==> src/shared/fwp_pkg.sv <==
// Constants, field layouts and carrier types of the flash write-protect control block.
package fwp_pkg;

  // Transfer framing.
  localparam int BYTE_BITS = 8;
  localparam int ADDR_BITS = 24;
  localparam int FIFO_DEPTH = 16;
  localparam logic [2:0] LAST_BIT = 3'h7;
  localparam logic [8:0] ONE_BYTE = 9'h001;
  localparam logic [8:0] STATUS_WRITE_BYTES = 9'h002;
  localparam logic [8:0] HEADER_BYTES = 9'h004;
  localparam logic [8:0] PAGE_BYTES = 9'h100;
  localparam logic [8:0] COUNT_MAX = 9'h1FF;

  // Status byte layout.
  localparam int ST_BUSY = 0;
  localparam int ST_WEL = 1;
  localparam int ST_BP0 = 2;
  localparam int BP_BITS = 4;
  localparam int ST_STATUS_WRITE_DISABLE = 7;
  localparam logic [3:0] BP_MASK_LARGE = 4'h7;
  localparam logic [3:0] BP_MASK_SMALL = 4'hF;

  // Array geometry used by the protected-region decode.
  localparam logic [24:0] ARRAY_BYTES = 25'h1000000;
  localparam logic [24:0] LARGE_SECTOR_BYTES = 25'h0040000;
  localparam logic [24:0] SMALL_PAIR_BYTES = 25'h0020000;

  // Default command codes; the values are arbitrary.
  localparam logic [7:0] DEF_WRITE_ENABLE_CMD = 8'h11;
  localparam logic [7:0] DEF_WRITE_DISABLE_CMD = 8'h12;
  localparam logic [7:0] DEF_PAGE_PROGRAM_CMD = 8'h13;
  localparam logic [7:0] DEF_SECTOR_ERASE_CMD = 8'h14;
  localparam logic [7:0] DEF_BULK_ERASE_CMD = 8'h15;
  localparam logic [7:0] DEF_WRITE_STATUS_CMD = 8'h16;
  localparam logic [7:0] DEF_READ_STATUS_CMD = 8'h17;
  localparam logic [7:0] DEF_DEEP_POWER_DOWN_CMD = 8'h18;

  // Array operations handed to the array side.
  typedef enum logic [2:0] {
    FWP_PROG_BYTE,
    FWP_COMMIT,
    FWP_ABORT,
    FWP_SECTOR_ERASE,
    FWP_BULK_ERASE
  } fwp_kind_type;

  typedef struct packed {
    fwp_kind_type kind;
    logic [ADDR_BITS-1:0] addr;
    logic [BYTE_BITS-1:0] data;
  } fwp_op_type;

  // Frame phases of the serial decoder.
  typedef enum logic [2:0] {PH_IDLE, PH_ADDR, PH_DATA, PH_READ, PH_SKIP} fwp_phase_type;

  // Tells whether an address lies in the top-aligned block-protected region.
  function automatic logic fwp_is_protected(input logic [ADDR_BITS-1:0] a,
                                            input logic [3:0] bp,
                                            input logic small_sect);
    logic [24:0] size;
    logic [2:0] lvl;
    lvl = bp[2:0];
    size = '0;
    if (small_sect) begin
      if (bp[3]) begin
        size = ARRAY_BYTES;
      end else if (lvl != '0) begin
        size = SMALL_PAIR_BYTES << (lvl - 3'h1);
      end
    end else if (lvl != '0) begin
      size = LARGE_SECTOR_BYTES << (lvl - 3'h1);
    end
    return (size != '0) && ({1'b0, a} >= (ARRAY_BYTES - size));
  endfunction

endpackage

==> src/rtl/fwp_fifo.sv <==
// Parameterised FIFO with a registered read word and valid/ready on both sides.
`timescale 1ns/1ps
module fwp_fifo #(
  parameter int WIDTH = 8,
  parameter int DEPTH = 16
) (
  input wire logic core_clk_i,
  input wire logic rst_i,
  input wire logic in_valid_i,
  output logic in_ready_o,
  input wire logic [WIDTH-1:0] in_data_i,
  output logic out_valid_o,
  input wire logic out_ready_i,
  output logic [WIDTH-1:0] out_data_o
);
  import fwp_pkg::*;

  localparam int PTR_W = $clog2(DEPTH);
  localparam logic [PTR_W:0] FULL_COUNT = (PTR_W + 1)'(DEPTH);

  logic [WIDTH-1:0] mem [DEPTH];
  logic [PTR_W-1:0] wr_ptr;
  logic [PTR_W-1:0] rd_ptr;
  logic [PTR_W:0] count;
  wire logic push;
  wire logic pop;
  wire logic [PTR_W-1:0] rd_view;

  // Handshake decode; the depth is a power of two so pointers wrap naturally.
  assign in_ready_o = (count != FULL_COUNT);
  assign out_valid_o = (count != '0);
  assign push = in_valid_i & in_ready_o;
  assign pop = out_valid_o & out_ready_i;
  assign rd_view = pop ? rd_ptr + 1'b1 : rd_ptr;

  // Storage array, written without reset.
  always_ff @(posedge core_clk_i) begin
    if (push) begin
      mem[wr_ptr] <= in_data_i;
    end
  end

  // Pointers, fill level and the read word that always shows the head entry.
  always_ff @(posedge core_clk_i or posedge rst_i) begin
    if (rst_i) begin
      wr_ptr <= '0;
      rd_ptr <= '0;
      count <= '0;
      out_data_o <= '0;
    end else begin
      if (push) begin
        wr_ptr <= wr_ptr + 1'b1;
      end
      rd_ptr <= rd_view;
      if (push && !pop) begin
        count <= count + 1'b1;
      end else if (pop && !push) begin
        count <= count - 1'b1;
      end
      out_data_o <= (push && (wr_ptr == rd_view)) ? in_data_i : mem[rd_view];
    end
  end

endmodule

==> src/rtl/fwp_ctrl.sv <==
// Serial flash command decoder with write-enable latch, block protection and busy tracking.
//
// Function
// Host may drive serial clock in mode 0 or mode 3 only.
// Input bits are taken on rising clock edges, output driven from falling edges.
// Host parks the serial clock low in mode 0, high in mode 3.
// Every command, address and data transfer is whole eight-bit bytes.
// Host sends write-enable, then program opcode, three address bytes, then data.
// One page program accepts one to 256 data bytes.
// Programming only clears bits; only erase returns bits to one.
// Sector erase sets a sector to ones, bulk erase the whole array.
// Busy flag shows a running status write, program or erase; host polls it.
// Active while selected or busy, standby otherwise.
// After deep power down, program and erase commands are ignored.
// Write-enable sets the latch; modifying commands are rejected while it is clear.
// Latch clears at reset and on program, erase, write-disable, status write completion.
// Block-protect field is nonvolatile: three bits large-sector, four bits small-sector.
// Large-sector codes double a top region from one sector up to the whole array.
// Small-sector codes start at two top sectors; top bit set protects everything.
// Protected addresses stay readable but program and erase leave them untouched.
// Disable bit set with protect pin low freezes disable and block-protect bits.
// Program, erase and status write run only on a whole number of bytes.
// No command before a chip-select fall after reset; output released when deselected.
// Busy rises when an operation starts and clears with the latch on completion.
`timescale 1ns/1ps
module fwp_ctrl #(
  parameter logic SMALL_SECTOR = 1'b0,
  parameter logic [7:0] NV_INIT = 8'h00,
  parameter logic [7:0] WRITE_ENABLE_CMD = fwp_pkg::DEF_WRITE_ENABLE_CMD,
  parameter logic [7:0] WRITE_DISABLE_CMD = fwp_pkg::DEF_WRITE_DISABLE_CMD,
  parameter logic [7:0] PAGE_PROGRAM_CMD = fwp_pkg::DEF_PAGE_PROGRAM_CMD,
  parameter logic [7:0] SECTOR_ERASE_CMD = fwp_pkg::DEF_SECTOR_ERASE_CMD,
  parameter logic [7:0] BULK_ERASE_CMD = fwp_pkg::DEF_BULK_ERASE_CMD,
  parameter logic [7:0] WRITE_STATUS_CMD = fwp_pkg::DEF_WRITE_STATUS_CMD,
  parameter logic [7:0] READ_STATUS_CMD = fwp_pkg::DEF_READ_STATUS_CMD,
  parameter logic [7:0] DEEP_POWER_DOWN_CMD = fwp_pkg::DEF_DEEP_POWER_DOWN_CMD
) (
  input wire logic core_clk_i,
  input wire logic rst_i,
  input wire logic cs_n_i,
  input wire logic sck_i,
  input wire logic si_i,
  input wire logic write_protect_accel_n_i,
  output logic so_o,
  output logic so_oe_o,
  output logic op_valid_o,
  input wire logic op_ready_i,
  output fwp_pkg::fwp_op_type op_o,
  input wire logic array_done_i,
  output logic [7:0] status_o,
  output logic power_active_o,
  output logic deep_power_down_o
);
  import fwp_pkg::*;

  logic cs_s1, cs_s2, cs_s3;
  logic sck_s1, sck_s2, sck_s3;
  logic si_s1, si_s2;
  logic pin_s1, pin_s2;
  logic armed;
  fwp_phase_type phase, next_phase;
  logic [2:0] bit_cnt;
  logic [8:0] byte_cnt;
  logic [8:0] data_cnt;
  logic [7:0] shift_in;
  logic [7:0] opcode;
  logic [23:0] addr;
  logic [7:0] status_val;
  logic [7:0] shift_out;
  logic [2:0] out_cnt;
  logic prog_ok, overflow;
  logic busy, write_enable_latch_bit, status_write_disable, st_pend, dp_lock;
  logic [3:0] bp;
  logic [7:0] status;
  logic end_valid;
  fwp_op_type end_op;
  fwp_op_type fifo_in;
  logic fifo_ready;
  logic [$bits(fwp_op_type)-1:0] fifo_out;

  // Two-stage synchronisers for every pin; the third stages serve edge detection only.
  always_ff @(posedge core_clk_i or posedge rst_i) begin
    if (rst_i) begin
      {cs_s1, cs_s2, cs_s3} <= '0;
      {sck_s1, sck_s2, sck_s3} <= '0;
      {si_s1, si_s2, pin_s1, pin_s2} <= '0;
    end else begin
      {cs_s1, cs_s2, cs_s3} <= {cs_n_i, cs_s1, cs_s2};
      {sck_s1, sck_s2, sck_s3} <= {sck_i, sck_s1, sck_s2};
      {si_s1, si_s2, pin_s1, pin_s2} <= {si_i, si_s1, write_protect_accel_n_i, pin_s1};
    end
  end

  // Frame qualifiers; a select held low through reset is never armed.
  wire logic selected = armed & ~cs_s2;
  wire logic frame_end = armed & cs_s2 & ~cs_s3;
  wire logic sck_rise = selected & sck_s2 & ~sck_s3;
  wire logic sck_fall = selected & ~sck_s2 & sck_s3;
  wire logic byte_done = sck_rise & (bit_cnt == LAST_BIT);
  wire logic [7:0] byte_val = {shift_in[6:0], si_s2};
  wire logic [23:0] full_addr = {addr[15:0], byte_val};
  wire logic whole = (bit_cnt == '0);
  wire logic hw_protect_state = status_write_disable & ~pin_s2;
  wire logic [3:0] bp_mask = SMALL_SECTOR ? BP_MASK_SMALL : BP_MASK_LARGE;

  // Arming waits for chip select to be seen high after reset.
  always_ff @(posedge core_clk_i or posedge rst_i) begin
    if (rst_i) begin
      armed <= 1'b0;
    end else begin
      armed <= armed | cs_s2;
    end
  end

  // Next phase: opcode routes the frame, deselect always returns to idle.
  always_comb begin
    next_phase = phase;
    if (!selected) begin
      next_phase = PH_IDLE;
    end else if (byte_done) begin
      case (phase)
        PH_IDLE: begin
          if (byte_val == READ_STATUS_CMD) begin
            next_phase = PH_READ;
          end else if (byte_val == PAGE_PROGRAM_CMD || byte_val == SECTOR_ERASE_CMD) begin
            next_phase = PH_ADDR;
          end else if (byte_val == WRITE_STATUS_CMD) begin
            next_phase = PH_DATA;
          end else begin
            next_phase = PH_SKIP;
          end
        end
        PH_ADDR: begin
          if (byte_cnt == HEADER_BYTES - ONE_BYTE) begin
            next_phase = (opcode == PAGE_PROGRAM_CMD) ? PH_DATA : PH_SKIP;
          end
        end
        default: next_phase = phase;
      endcase
    end
  end

  // Bit and byte counters run on rising serial clock edges and clear on deselect.
  always_ff @(posedge core_clk_i or posedge rst_i) begin
    if (rst_i) begin
      phase <= PH_IDLE;
      bit_cnt <= '0;
      byte_cnt <= '0;
      shift_in <= '0;
    end else begin
      phase <= next_phase;
      if (!selected) begin
        bit_cnt <= '0;
        byte_cnt <= '0;
      end else if (sck_rise) begin
        shift_in <= byte_val;
        bit_cnt <= bit_cnt + 3'h1;
        if (byte_done && byte_cnt != COUNT_MAX) begin
          byte_cnt <= byte_cnt + 9'h001;
        end
      end
    end
  end

  // Opcode and address capture.
  always_ff @(posedge core_clk_i or posedge rst_i) begin
    if (rst_i) begin
      opcode <= '0;
      addr <= '0;
    end else if (byte_done) begin
      if (phase == PH_IDLE) begin
        opcode <= byte_val;
      end else if (phase == PH_ADDR) begin
        addr <= full_addr;
      end else if (phase == PH_DATA && opcode == PAGE_PROGRAM_CMD) begin
        addr[7:0] <= addr[7:0] + 8'h01; // Column wraps inside the page.
      end
    end
  end

  // Page program data path: each accepted byte is offered to the buffer.
  wire logic header_done = byte_done & (phase == PH_ADDR) & (opcode == PAGE_PROGRAM_CMD)
                           & (byte_cnt == HEADER_BYTES - ONE_BYTE);
  wire logic header_ok = write_enable_latch_bit & ~busy & ~dp_lock
                         & ~fwp_is_protected(full_addr, bp, SMALL_SECTOR);
  wire logic data_byte = byte_done & (phase == PH_DATA);
  wire logic prog_try = data_byte & prog_ok & (opcode == PAGE_PROGRAM_CMD)
                        & (data_cnt != PAGE_BYTES);
  wire logic data_push = prog_try & ~end_valid & fifo_ready;

  // Per-frame program bookkeeping, cleared whenever the device is deselected.
  always_ff @(posedge core_clk_i or posedge rst_i) begin
    if (rst_i) begin
      prog_ok <= 1'b0;
      overflow <= 1'b0;
      data_cnt <= '0;
      status_val <= '0;
    end else if (!selected) begin
      prog_ok <= 1'b0;
      overflow <= 1'b0;
      data_cnt <= '0;
    end else begin
      if (header_done) begin
        prog_ok <= header_ok;
      end
      if (prog_try) begin
        data_cnt <= data_cnt + 9'h001;
        overflow <= overflow | ~data_push;
      end
      if (data_byte && opcode == WRITE_STATUS_CMD && byte_cnt == ONE_BYTE) begin
        status_val <= byte_val;
      end
    end
  end

  // End-of-frame command decisions, taken on the rising edge of chip select.
  wire logic may_modify = frame_end & whole & write_enable_latch_bit & ~busy;
  wire logic write_enable_cmd_go = frame_end & whole & ~busy & (opcode == WRITE_ENABLE_CMD)
                       & (byte_cnt == ONE_BYTE);
  wire logic write_disable_cmd_go = frame_end & whole & ~busy & (opcode == WRITE_DISABLE_CMD)
                       & (byte_cnt == ONE_BYTE);
  wire logic write_status_cmd_go = may_modify & ~hw_protect_state & (opcode == WRITE_STATUS_CMD)
                       & (byte_cnt == STATUS_WRITE_BYTES);
  wire logic commit_go = frame_end & whole & prog_ok & ~overflow & (data_cnt != '0);
  wire logic abort_go = frame_end & prog_ok & (data_cnt != '0) & ~commit_go;
  wire logic sector_go = may_modify & ~dp_lock & (opcode == SECTOR_ERASE_CMD)
                         & (byte_cnt == HEADER_BYTES)
                         & ~fwp_is_protected(addr, bp, SMALL_SECTOR);
  wire logic bulk_go = may_modify & ~dp_lock & (opcode == BULK_ERASE_CMD)
                       & (byte_cnt == ONE_BYTE) & (bp == '0);
  wire logic dp_go = frame_end & whole & (opcode == DEEP_POWER_DOWN_CMD)
                     & (byte_cnt == ONE_BYTE);
  wire logic start_go = commit_go | sector_go | bulk_go | write_status_cmd_go;
  wire logic array_finish = array_done_i & busy & ~st_pend;
  wire logic op_finish = array_finish | st_pend;

  // Pending end-of-frame entry; it waits for buffer space and has priority.
  always_ff @(posedge core_clk_i or posedge rst_i) begin
    if (rst_i) begin
      end_valid <= 1'b0;
      end_op <= '0;
    end else if (commit_go || abort_go || sector_go || bulk_go) begin
      end_valid <= 1'b1;
      end_op.addr <= addr;
      end_op.data <= '0;
      if (commit_go) begin
        end_op.kind <= FWP_COMMIT;
      end else if (abort_go) begin
        end_op.kind <= FWP_ABORT;
      end else if (sector_go) begin
        end_op.kind <= FWP_SECTOR_ERASE;
      end else begin
        end_op.kind <= FWP_BULK_ERASE;
      end
    end else if (end_valid && fifo_ready) begin
      end_valid <= 1'b0;
    end
  end

  // Buffer input selection between the pending entry and a program byte.
  always_comb begin
    fifo_in = end_op;
    if (!end_valid) begin
      fifo_in.kind = FWP_PROG_BYTE;
      fifo_in.addr = addr;
      fifo_in.data = byte_val;
    end
  end

  wire logic fifo_push = end_valid | data_push;

  fwp_fifo #(
    .WIDTH($bits(fwp_op_type)),
    .DEPTH(FIFO_DEPTH)
  ) u_op_fifo (
    .core_clk_i(core_clk_i),
    .rst_i(rst_i),
    .in_valid_i(fifo_push),
    .in_ready_o(fifo_ready),
    .in_data_i(fifo_in),
    .out_valid_o(op_valid_o),
    .out_ready_i(op_ready_i),
    .out_data_o(fifo_out)
  );

  assign op_o = fwp_op_type'(fifo_out);

  // Busy, latch and lockout; a latch set and a completion never coincide.
  always_ff @(posedge core_clk_i or posedge rst_i) begin
    if (rst_i) begin
      busy <= 1'b0;
      write_enable_latch_bit <= 1'b0;
      st_pend <= 1'b0;
      dp_lock <= 1'b0;
    end else begin
      st_pend <= write_status_cmd_go;
      dp_lock <= dp_lock | dp_go;
      if (start_go) begin
        busy <= 1'b1;
      end else if (op_finish) begin
        busy <= 1'b0;
      end
      if (write_enable_cmd_go) begin
        write_enable_latch_bit <= 1'b1;
      end else if (op_finish || write_disable_cmd_go) begin
        write_enable_latch_bit <= 1'b0;
      end
    end
  end

  // Nonvolatile protection bits; frozen while hardware protection holds.
  always_ff @(posedge core_clk_i or posedge rst_i) begin
    if (rst_i) begin
      bp <= NV_INIT[ST_BP0 +: BP_BITS] & (SMALL_SECTOR ? BP_MASK_SMALL : BP_MASK_LARGE);
      status_write_disable <= NV_INIT[ST_STATUS_WRITE_DISABLE];
    end else if (write_status_cmd_go) begin
      bp <= status_val[ST_BP0 +: BP_BITS] & bp_mask;
      status_write_disable <= status_val[ST_STATUS_WRITE_DISABLE];
    end
  end

  // Status byte as read back by the host.
  always_comb begin
    status = '0;
    status[ST_BUSY] = busy;
    status[ST_WEL] = write_enable_latch_bit;
    status[ST_BP0 +: BP_BITS] = bp;
    status[ST_STATUS_WRITE_DISABLE] = status_write_disable;
  end

  // Status read-out shifts most significant bit first on falling clock edges.
  always_ff @(posedge core_clk_i or posedge rst_i) begin
    if (rst_i) begin
      so_o <= 1'b0;
      shift_out <= '0;
      out_cnt <= '0;
    end else if (!selected) begin
      out_cnt <= '0;
    end else if (sck_fall && phase == PH_READ) begin
      out_cnt <= out_cnt + 3'h1;
      if (out_cnt == '0) begin
        so_o <= status[ST_STATUS_WRITE_DISABLE];
        shift_out <= {status[6:0], 1'b0};
      end else begin
        so_o <= shift_out[7];
        shift_out <= {shift_out[6:0], 1'b0};
      end
    end
  end

  assign so_oe_o = selected & (phase == PH_READ);
  assign status_o = status;
  assign power_active_o = selected | busy;
  assign deep_power_down_o = dp_lock;

  wire logic push_modify = fifo_push & fifo_ready & (fifo_in.kind != FWP_ABORT);
endmodule

==> config.mk <==
export PLATFORM = sky130hd
export DESIGN_NAME = fwp_ctrl
export DESIGN_NICKNAME = d
export VERILOG_FILES = /design/src/shared/fwp_pkg.sv /design/src/rtl/fwp_fifo.sv /design/src/rtl/fwp_ctrl.sv
export SDC_FILE = /design/constraint.sdc
export NUM_CORES = 1
export LEC_CHECK = 0
export BUFFER_PORTS_ARGS = -buffer_cell sky130_fd_sc_hd__buf_2
export CORE_AREA = 4 4 363 186
export DETAILED_ROUTE_END_ITERATION = 7
export DIE_AREA = 0 0 367 190
export PLACE_DENSITY = 0.8
export RECOVER_POWER = 50
export SETUP_SLACK_MARGIN = 0.2
export SLEW_MARGIN = 20
export SYNTH_ARGS = -nofsm -noshare
export SYNTH_HDL_FRONTEND = slang
export SYNTH_SLANG_ARGS = --single-unit
==> constraint.sdc <==
create_clock -name core_clk_i -period 9.5 [get_ports core_clk_i]
set_clock_uncertainty 0.05 [all_clocks]
set_input_delay 0.95 -clock core_clk_i [delete_from_list [all_inputs] [get_ports core_clk_i]]
set_output_delay 0.95 -clock core_clk_i [all_outputs]
set_load 0.01 [all_outputs]
==> run_results.csv, run 1 <==
group,metric,value,unit
outcome,status,"complete, but fails checks",
outcome,violations,"max-capacitance violations, max-slew violations",
pwr,clkPwrFrac,0.279,
place,placement.setup.worst_slack,4.19,ns
die,dieWidth,367,um
place,dp_hpwl,55600,um
sta,final-max-slew-violation-count,168,
die,std_cell_rows,66,
sta,worst-slew-pin-transition,5.78,ns
die,initial_core_util,0.545,
drt,wirelength,92700,um
drt,avgRoutedWirePerCell,28.0,um
critical_path,cp.arrival,5.95,ns
drt,ant_nets,0,
pwr,power.internal,0.00668,W
synthesis,synth_enable_flop_cells,560,
final_layout,final_cell_area,38500,sq um
sta,clock.fmax,0.182,GHz
cts,post_cts_buffers,0,
drt,first_pass_iters,8,
sta,setup_slack,4.00,ns
pwr,powerDensity,265,nW/um^2
die,coreArea,64400,sq um
place,portBuffers,53,
sta,hold_ws,0.305,ns
synthesis,yosysWarnings,0,
pwr,power.share.switching,0.344,
sta,relSlewSlack,-2.85,
min_path,hp-class,"flop to flop",
pwr,p_switching,0.00350,W
die,fp.dieH,190,um
cts,cts_resized,0,
critical_path,cp-start-kind,"flop",
sta,finalSetupViolations,0,
final_layout,diodes,0,
drt,first_iter_violations,3212,
drt,num_vias,22700,
sta,fin_crit,5.50,ns
cts,root_buffer,"clkbuf_16",
synthesis,yosysUniqueCellTypes,80,
cts,cts_tree,"yes",
grt,grt_use_total,0.262,
final_layout,drive_gt1_frac,0.158,
pwr,ir_drop,293,uV
cts,numCtsBuffers,67,
place,gp_congestion,0.881,
cts,cts_hold_buf,0,
final_layout,syn2layout_area_growth,9.70,%
synthesis,syn-cell-area,35100,sq um
final_layout,layout_common_cells,"560 x edfxtp_1, 441 x mux2i_1, 173 x dfrtp_1, 163 x nand2_1, 104 x mux4_2",
sta,hold_viol,0,
cts,clk_pin_slew,0.06,ns
grt,grt_pass1_wl,137000,um
synthesis,synth_top_flop_cell,"edfxtp_1",
place,postPlaceCellArea,36200,sq um
grt,antenna_found_initial,4,
sta,grt_setup_unrepaired,"false",
synthesis,ys_ff_latch,735,
pwr,pwr-share-seq,0.378,
synthesis,syn_avg_cell_area,14.5,sq um
grt,grt_pass1_vias,21800,
drt,drc,0,
cts,cts_sinks,735,
synthesis,syn_inst,2412,
final_layout,layout_commonest_cell,"edfxtp_1",
critical_path,end_kind,"flop",
critical_path,worstPathRequired,9.95,ns
final_layout,nets,2458,
critical_path,crit_fanout,61,
grt,grt_max_degree,132,
synthesis,seq_area_frac_synth,0.604,
cts,insertion_delay,0.62,ns
sta,finalSetupTns,0,ns
cts,clk_path_buf_depth,3,
sta,finalCritPeriodShare,0.579,
synthesis,synthArstFlopShare,0.238,
pwr,p_comb_frac,0.343,
die,pin_count,56,
job,max_cap_viol_count,2,
drt,vias_per_cell,6.84,
pwr,p_leak,13.5,nW
critical_path,critPathKind,"flop to flop",
cts,htreeDepth,3,
die,die_area,69700,sq um
grt,grt_remaining_overflow,0,
[layer usage]
layer | share of wire | GRT usage | up-vias
li1 | - | - | 9461
met1 | 0.43 | 0.395 | 11600
met2 | 0.43 | 0.378 | 1428
met3 | 0.12 | 0.0722 | 193
met4 | 0.024 | 0.0692 | 2
met5 | 0.00013 | 0 | -
[cells in the mapped netlist (17+ instances only)]
| cell type | count | area share |
|---|---|---|
| a211oi_1 | 20 | 0.0043 |
| a21oi_1 | 31 | 0.0044 |
| buf_1 | 17 | 0.0018 |
| buf_2 | 44 | 0.0063 |
| clkbuf_1 | 88 | 0.0094 |
| dfrtp_1 | 175 | 0.12 |
| edfxtp_1 | 560 | 0.48 |
| ha_1 | 36 | 0.013 |
| inv_1 | 30 | 0.0032 |
| mux2_2 | 69 | 0.022 |
| mux2i_1 | 441 | 0.13 |
| mux4_2 | 104 | 0.067 |
| nand2_1 | 163 | 0.017 |
| nand3_1 | 23 | 0.0033 |
| nor2_1 | 63 | 0.0067 |
| nor2b_1 | 25 | 0.0045 |
| nor3_1 | 65 | 0.0093 |
| o21ai_0 | 59 | 0.0084 |
| o22a_1 | 30 | 0.0075 |
| o22ai_1 | 96 | 0.017 |
| o41a_1 | 23 | 0.0074 |
| or3_1 | 28 | 0.0050 |
| xnor2_1 | 19 | 0.0047 |
[state kept, by name (all words and copies together) (netlist names), 3 cells and up]
name	flops
addr	24
bit_cnt	3
bp	3
byte_cnt	9
data_cnt	9
end_op	27
opcode	8
out_cnt	3
phase	3
shift_in	7
shift_out	7
status_val	4
u_op_fifo.count	5
u_op_fifo.mem	560
u_op_fifo.out_data_o	35
u_op_fifo.rd_ptr	4
u_op_fifo.wr_ptr	4
[stage by stage]
step | util | total power, W | cells
2_1_floorplan | - | 0.00635 | 2413
3_3_place_gp | 0.562 | 0.00723 | 3194
3_5_place_dp | 0.562 | 0.00732 | 3194
4_1_cts | 0.598 | 0.0101 | 3314
5_1_grt | 0.597 | 0.0105 | 3314
6_report | 0.597 | 0.0102 | 3314
[layout make-up]
type | instances | area, sq um
clock buffers | 95 | 1930
clock inverters | 25 | 349
fillers | 4688 | 25900
inverters | 32 | 121
multi-input cells | 1482 | 13200
flip-flops and latches | 735 | 21200
well taps | 850 | 1060
repair buffers | 95 | 599
[worst max-delay path, cell delays in order (launching register included)]
cell and delay (ns):
dfrtp_4 0.88, buf_4 0.61, buf_4 0.89, xor2_1 0.20, a21oi_1 0.08, o21ai_0 0.27, o2111ai_2 0.17, buf_4 0.30
nor3b_4 0.88, buf_4 0.52, a2111oi_0 0.15, a22o_1 0.22
[power groups by stage]
stage               combinational [W]  sequential [W]  clock, W
floorplan                     0.00261         0.00374         0
finish                        0.00349         0.00385   0.00284
detailed placement            0.00341         0.00391         0
CTS                           0.00343         0.00384   0.00287
global placement              0.00332         0.00391         0
global route                  0.00364         0.00386   0.00302
[kinds of logic (layout without fill, tap and decap cells)]
| group | count (synthesis) | count (layout) | share of synthesized area |
|---|---|---|---|
| buf+inv | 196 | 247 | 0.0246 |
| compound gates | 353 | 353 | 0.0717 |
| xor+xnor | 33 | 33 | 0.00824 |
| fa+ha+maj | 39 | 39 | 0.0140 |
| mux | 614 | 614 | 0.215 |
| flops | 735 | 735 | 0.604 |
| other cells | 1 | 2 | 0.000107 |
| simple gates | 441 | 441 | 0.0625 |
[path summary, 6_finish.rpt]
path | startpoint | endpoint | slack [ns] | cells after the start
setup / recovery | u_op_fifo.rd_ptr[0] | u_op_fifo.out_data_o[34] | 4.00 | 11
hold / removal | si_s1 | si_s2 | 0.30 | 0
setup reg to reg | u_op_fifo.rd_ptr[0] | u_op_fifo.out_data_o[34] | 4.00 | 11
hold reg to reg | si_s1 | si_s2 | 0.30 | 0
max in group asynchronous | rst_i | end_op[18] | 4.71 | 2
min in group asynchronous | rst_i | u_op_fifo.count[2] | 2.03 | 2
Power figures use the tool's default switching activity.
==> run 2: changes to the inputs <==
- PLACE_DENSITY: 0.8 -> 0.82
- clock period: 9.5 -> 4.9 ns (I/O delays scaled with it)
==> run 2 against run 1 <==
The flow still finishes with violations (max-capacitance violations, max-slew violations). Hold slack got worse by 0.26 ns. Sequential share of layout area decreased by 0.17 points. Register-to-register slack worse by 3.4 ns. Utilization up 0.19 points. Combinational power up 100%. Critical path type unchanged. Critical endpoint is now u_op_fifo.count[4]. Highest routed layer is now met4.
==> run_results.csv, run 2 (same netlist as run 1, synthesis figures left out) <==
group,metric,value,unit
pwr,powerDensity,508,nW/um^2
sta,hold_viol,0,
job,max_cap_viol_count,7,
critical_path,cp_top_family,"simple AND/OR/NAND/NOR gates",
min_path,hp-class,"primary input to async pin",
critical_path,timing.rr.start,"cs_s2",
place,postPlaceCellArea,36600,sq um
final_layout,final_cells,3331,
grt,grt_pass1_wl,141000,um
final_layout,utilization,0.599,
place,gp_congestion,0.890,
sta,finalSetupTns,0,ns
sta,finalCritPeriodShare,0.868,
cts,cts_sinks,735,
place,dp_hpwl,59200,um
drt,drc,0,
sta,grt_setup_unrepaired,"false",
sta,final-max-slew-violation-count,162,
critical_path,critPathSlowestCell,"and4bb_1",
critical_path,reg2reg_slack,0.65,ns
sta,clock.fmax,0.235,GHz
grt,grt_use_total,0.266,
drt,first_iter_violations,3459,
die,die_area,69700,sq um
drt,avgRoutedWirePerCell,28.2,um
final_layout,layout_commonest_cell,"edfxtp_1",
drt,wirelength,94000,um
grt,antenna_found_initial,2,
cts,insertion_delay,0.63,ns
cts,clk_path_buf_depth,3,
sta,fin_crit,4.25,ns
critical_path,r2r-end,"u_op_fifo.count[4]",
critical_path,path_cells,"and4bb_1, nand3b_1, nor4_4, a2bb2oi_2, ha_1, inv_1, fa_1, a21o_1, a21oi_1, xnor2_1, nor2_1, xnor2_1",
drt,vias_per_cell,6.82,
grt,grt_remaining_overflow,0,
critical_path,cpMostUsedCell,"xnor2_1",
final_layout,syn2layout_area_growth,10.0,%
cts,clk_pin_slew,0.07,ns
final_layout,drive_gt1_frac,0.143,
final_layout,final_cell_area,38600,sq um
die,fp.dieH,190,um
cts,cts_tree,"yes",
final_layout,regMostFlops,"u_op_fifo.mem",
die,std_cell_rows,66,
critical_path,max_stage_delay,0.65,ns
die,initial_core_util,0.545,
final_layout,top_regs,"u_op_fifo.mem (560), u_op_fifo.out_data_o (35), end_op (27)",
pwr,ir_drop,607,uV
drt,first_pass_iters,6,
critical_path,crit_end,"u_op_fifo.count[4]",
critical_path,worstPathRequired,5.34,ns
outcome,violations,"max-capacitance violations, max-slew violations",
cts,post_cts_buffers,0,
pwr,p_leak,13.6,nW
final_layout,layout_common_cells,"560 x edfxtp_1, 441 x mux2i_1, 173 x dfrtp_1, 163 x nand2_1, 104 x mux4_2",
die,dieWidth,367,um
drt,ant_nets,0,
critical_path,r2r_cells,12,
place,place_inst,3209,
critical_path,cp.depth,12,
grt,grt_pass1_vias,22700,
sta,finalSetupViolations,0,
critical_path,end_kind,"flop",
grt,grt_max_degree,144,
critical_path,crit_fanout,14,
sta,setup_slack,0.645,ns
cts,numCtsBuffers,61,
place,placement.setup.worst_slack,0.824,ns
die,coreArea,64400,sq um
critical_path,cp-start-kind,"flop",
cts,htreeDepth,2,
final_layout,largest_register_ffs,560,
critical_path,critPathKind,"flop to flop",
cts,root_buffer,"clkbuf_16",
place,portBuffers,53,
die,pin_count,56,
drt,num_vias,22700,
sta,relSlewSlack,-0.506,
sta,worst-slew-pin-transition,2.26,ns
critical_path,cp.arrival,4.69,ns
critical_path,critPathLaunch,"cs_s2",
final_layout,nets,2471,
critical_path,crit_buf_inv,1,
outcome,status,"complete, but fails checks",
run 2: how the worst min path moves through the flow:
stage | from | to | depth (start not counted)
floorplan | cs_s1 | cs_s2 | 0
global placement | pin_s1 | pin_s2 | 0
detailed placement | sck_s1 | sck_s2 | 0
CTS | rst_i | u_op_fifo.count[1] | 3
global route | rst_i | u_op_fifo.out_data_o[19] | 3
finish | rst_i | si_s1 | 3
run 2: repair_timing:
action,4_1_cts,5_1_grt
hold buffers,4,0
resized for setup,0,0
hold endpoints to repair,4,0
run 2: through the flow:
step | total power [W] | hold WS (ns)
3_3_place_gp | 0.0141 | 0.285
3_5_place_dp | 0.0144 | 0.295
4_1_cts | 0.0195 | 0.00168
6_report | 0.0196 | 0.0453
2_1_floorplan | 0.0123 | 0.281
5_1_grt | 0.0202 | 0.149
run 2: cell type report:
class / count / area, sq um
fill: 4656 / 25800
sequential: 735 / 21200
multi-input combinational: 1482 / 13200
clock buffer: 83 / 1750
tap: 850 / 1060
timing repair buffer: 114 / 885
clock inverter: 33 / 347
inverter: 32 / 121
antenna: 2 / 5.00
run 2: worst min-delay path, stage by stage:
cell and delay [ns]:
buf_2 0.10, clkinvlp_2 0.11, buf_12 0.52
run 2: per-layer routing:
metal  GRT usage  vias to the layer above  share of wire
met5           0                        -              0
met4      0.0653                        0          0.025
met3      0.0741                      186           0.13
met2       0.394                     1497           0.44
met1       0.391                    11600           0.41
li1            -                     9475              -
run 2: report_power, final:
| part | internal (W) | switching (W) | leakage [nW] |
|---|---|---|---|
| Sequential | 0.00698 | 0.000357 | 6.79 |
| Clock | 0.00287 | 0.00228 | 1.04 |
| Combinational | 0.00279 | 0.00435 | 5.79 |
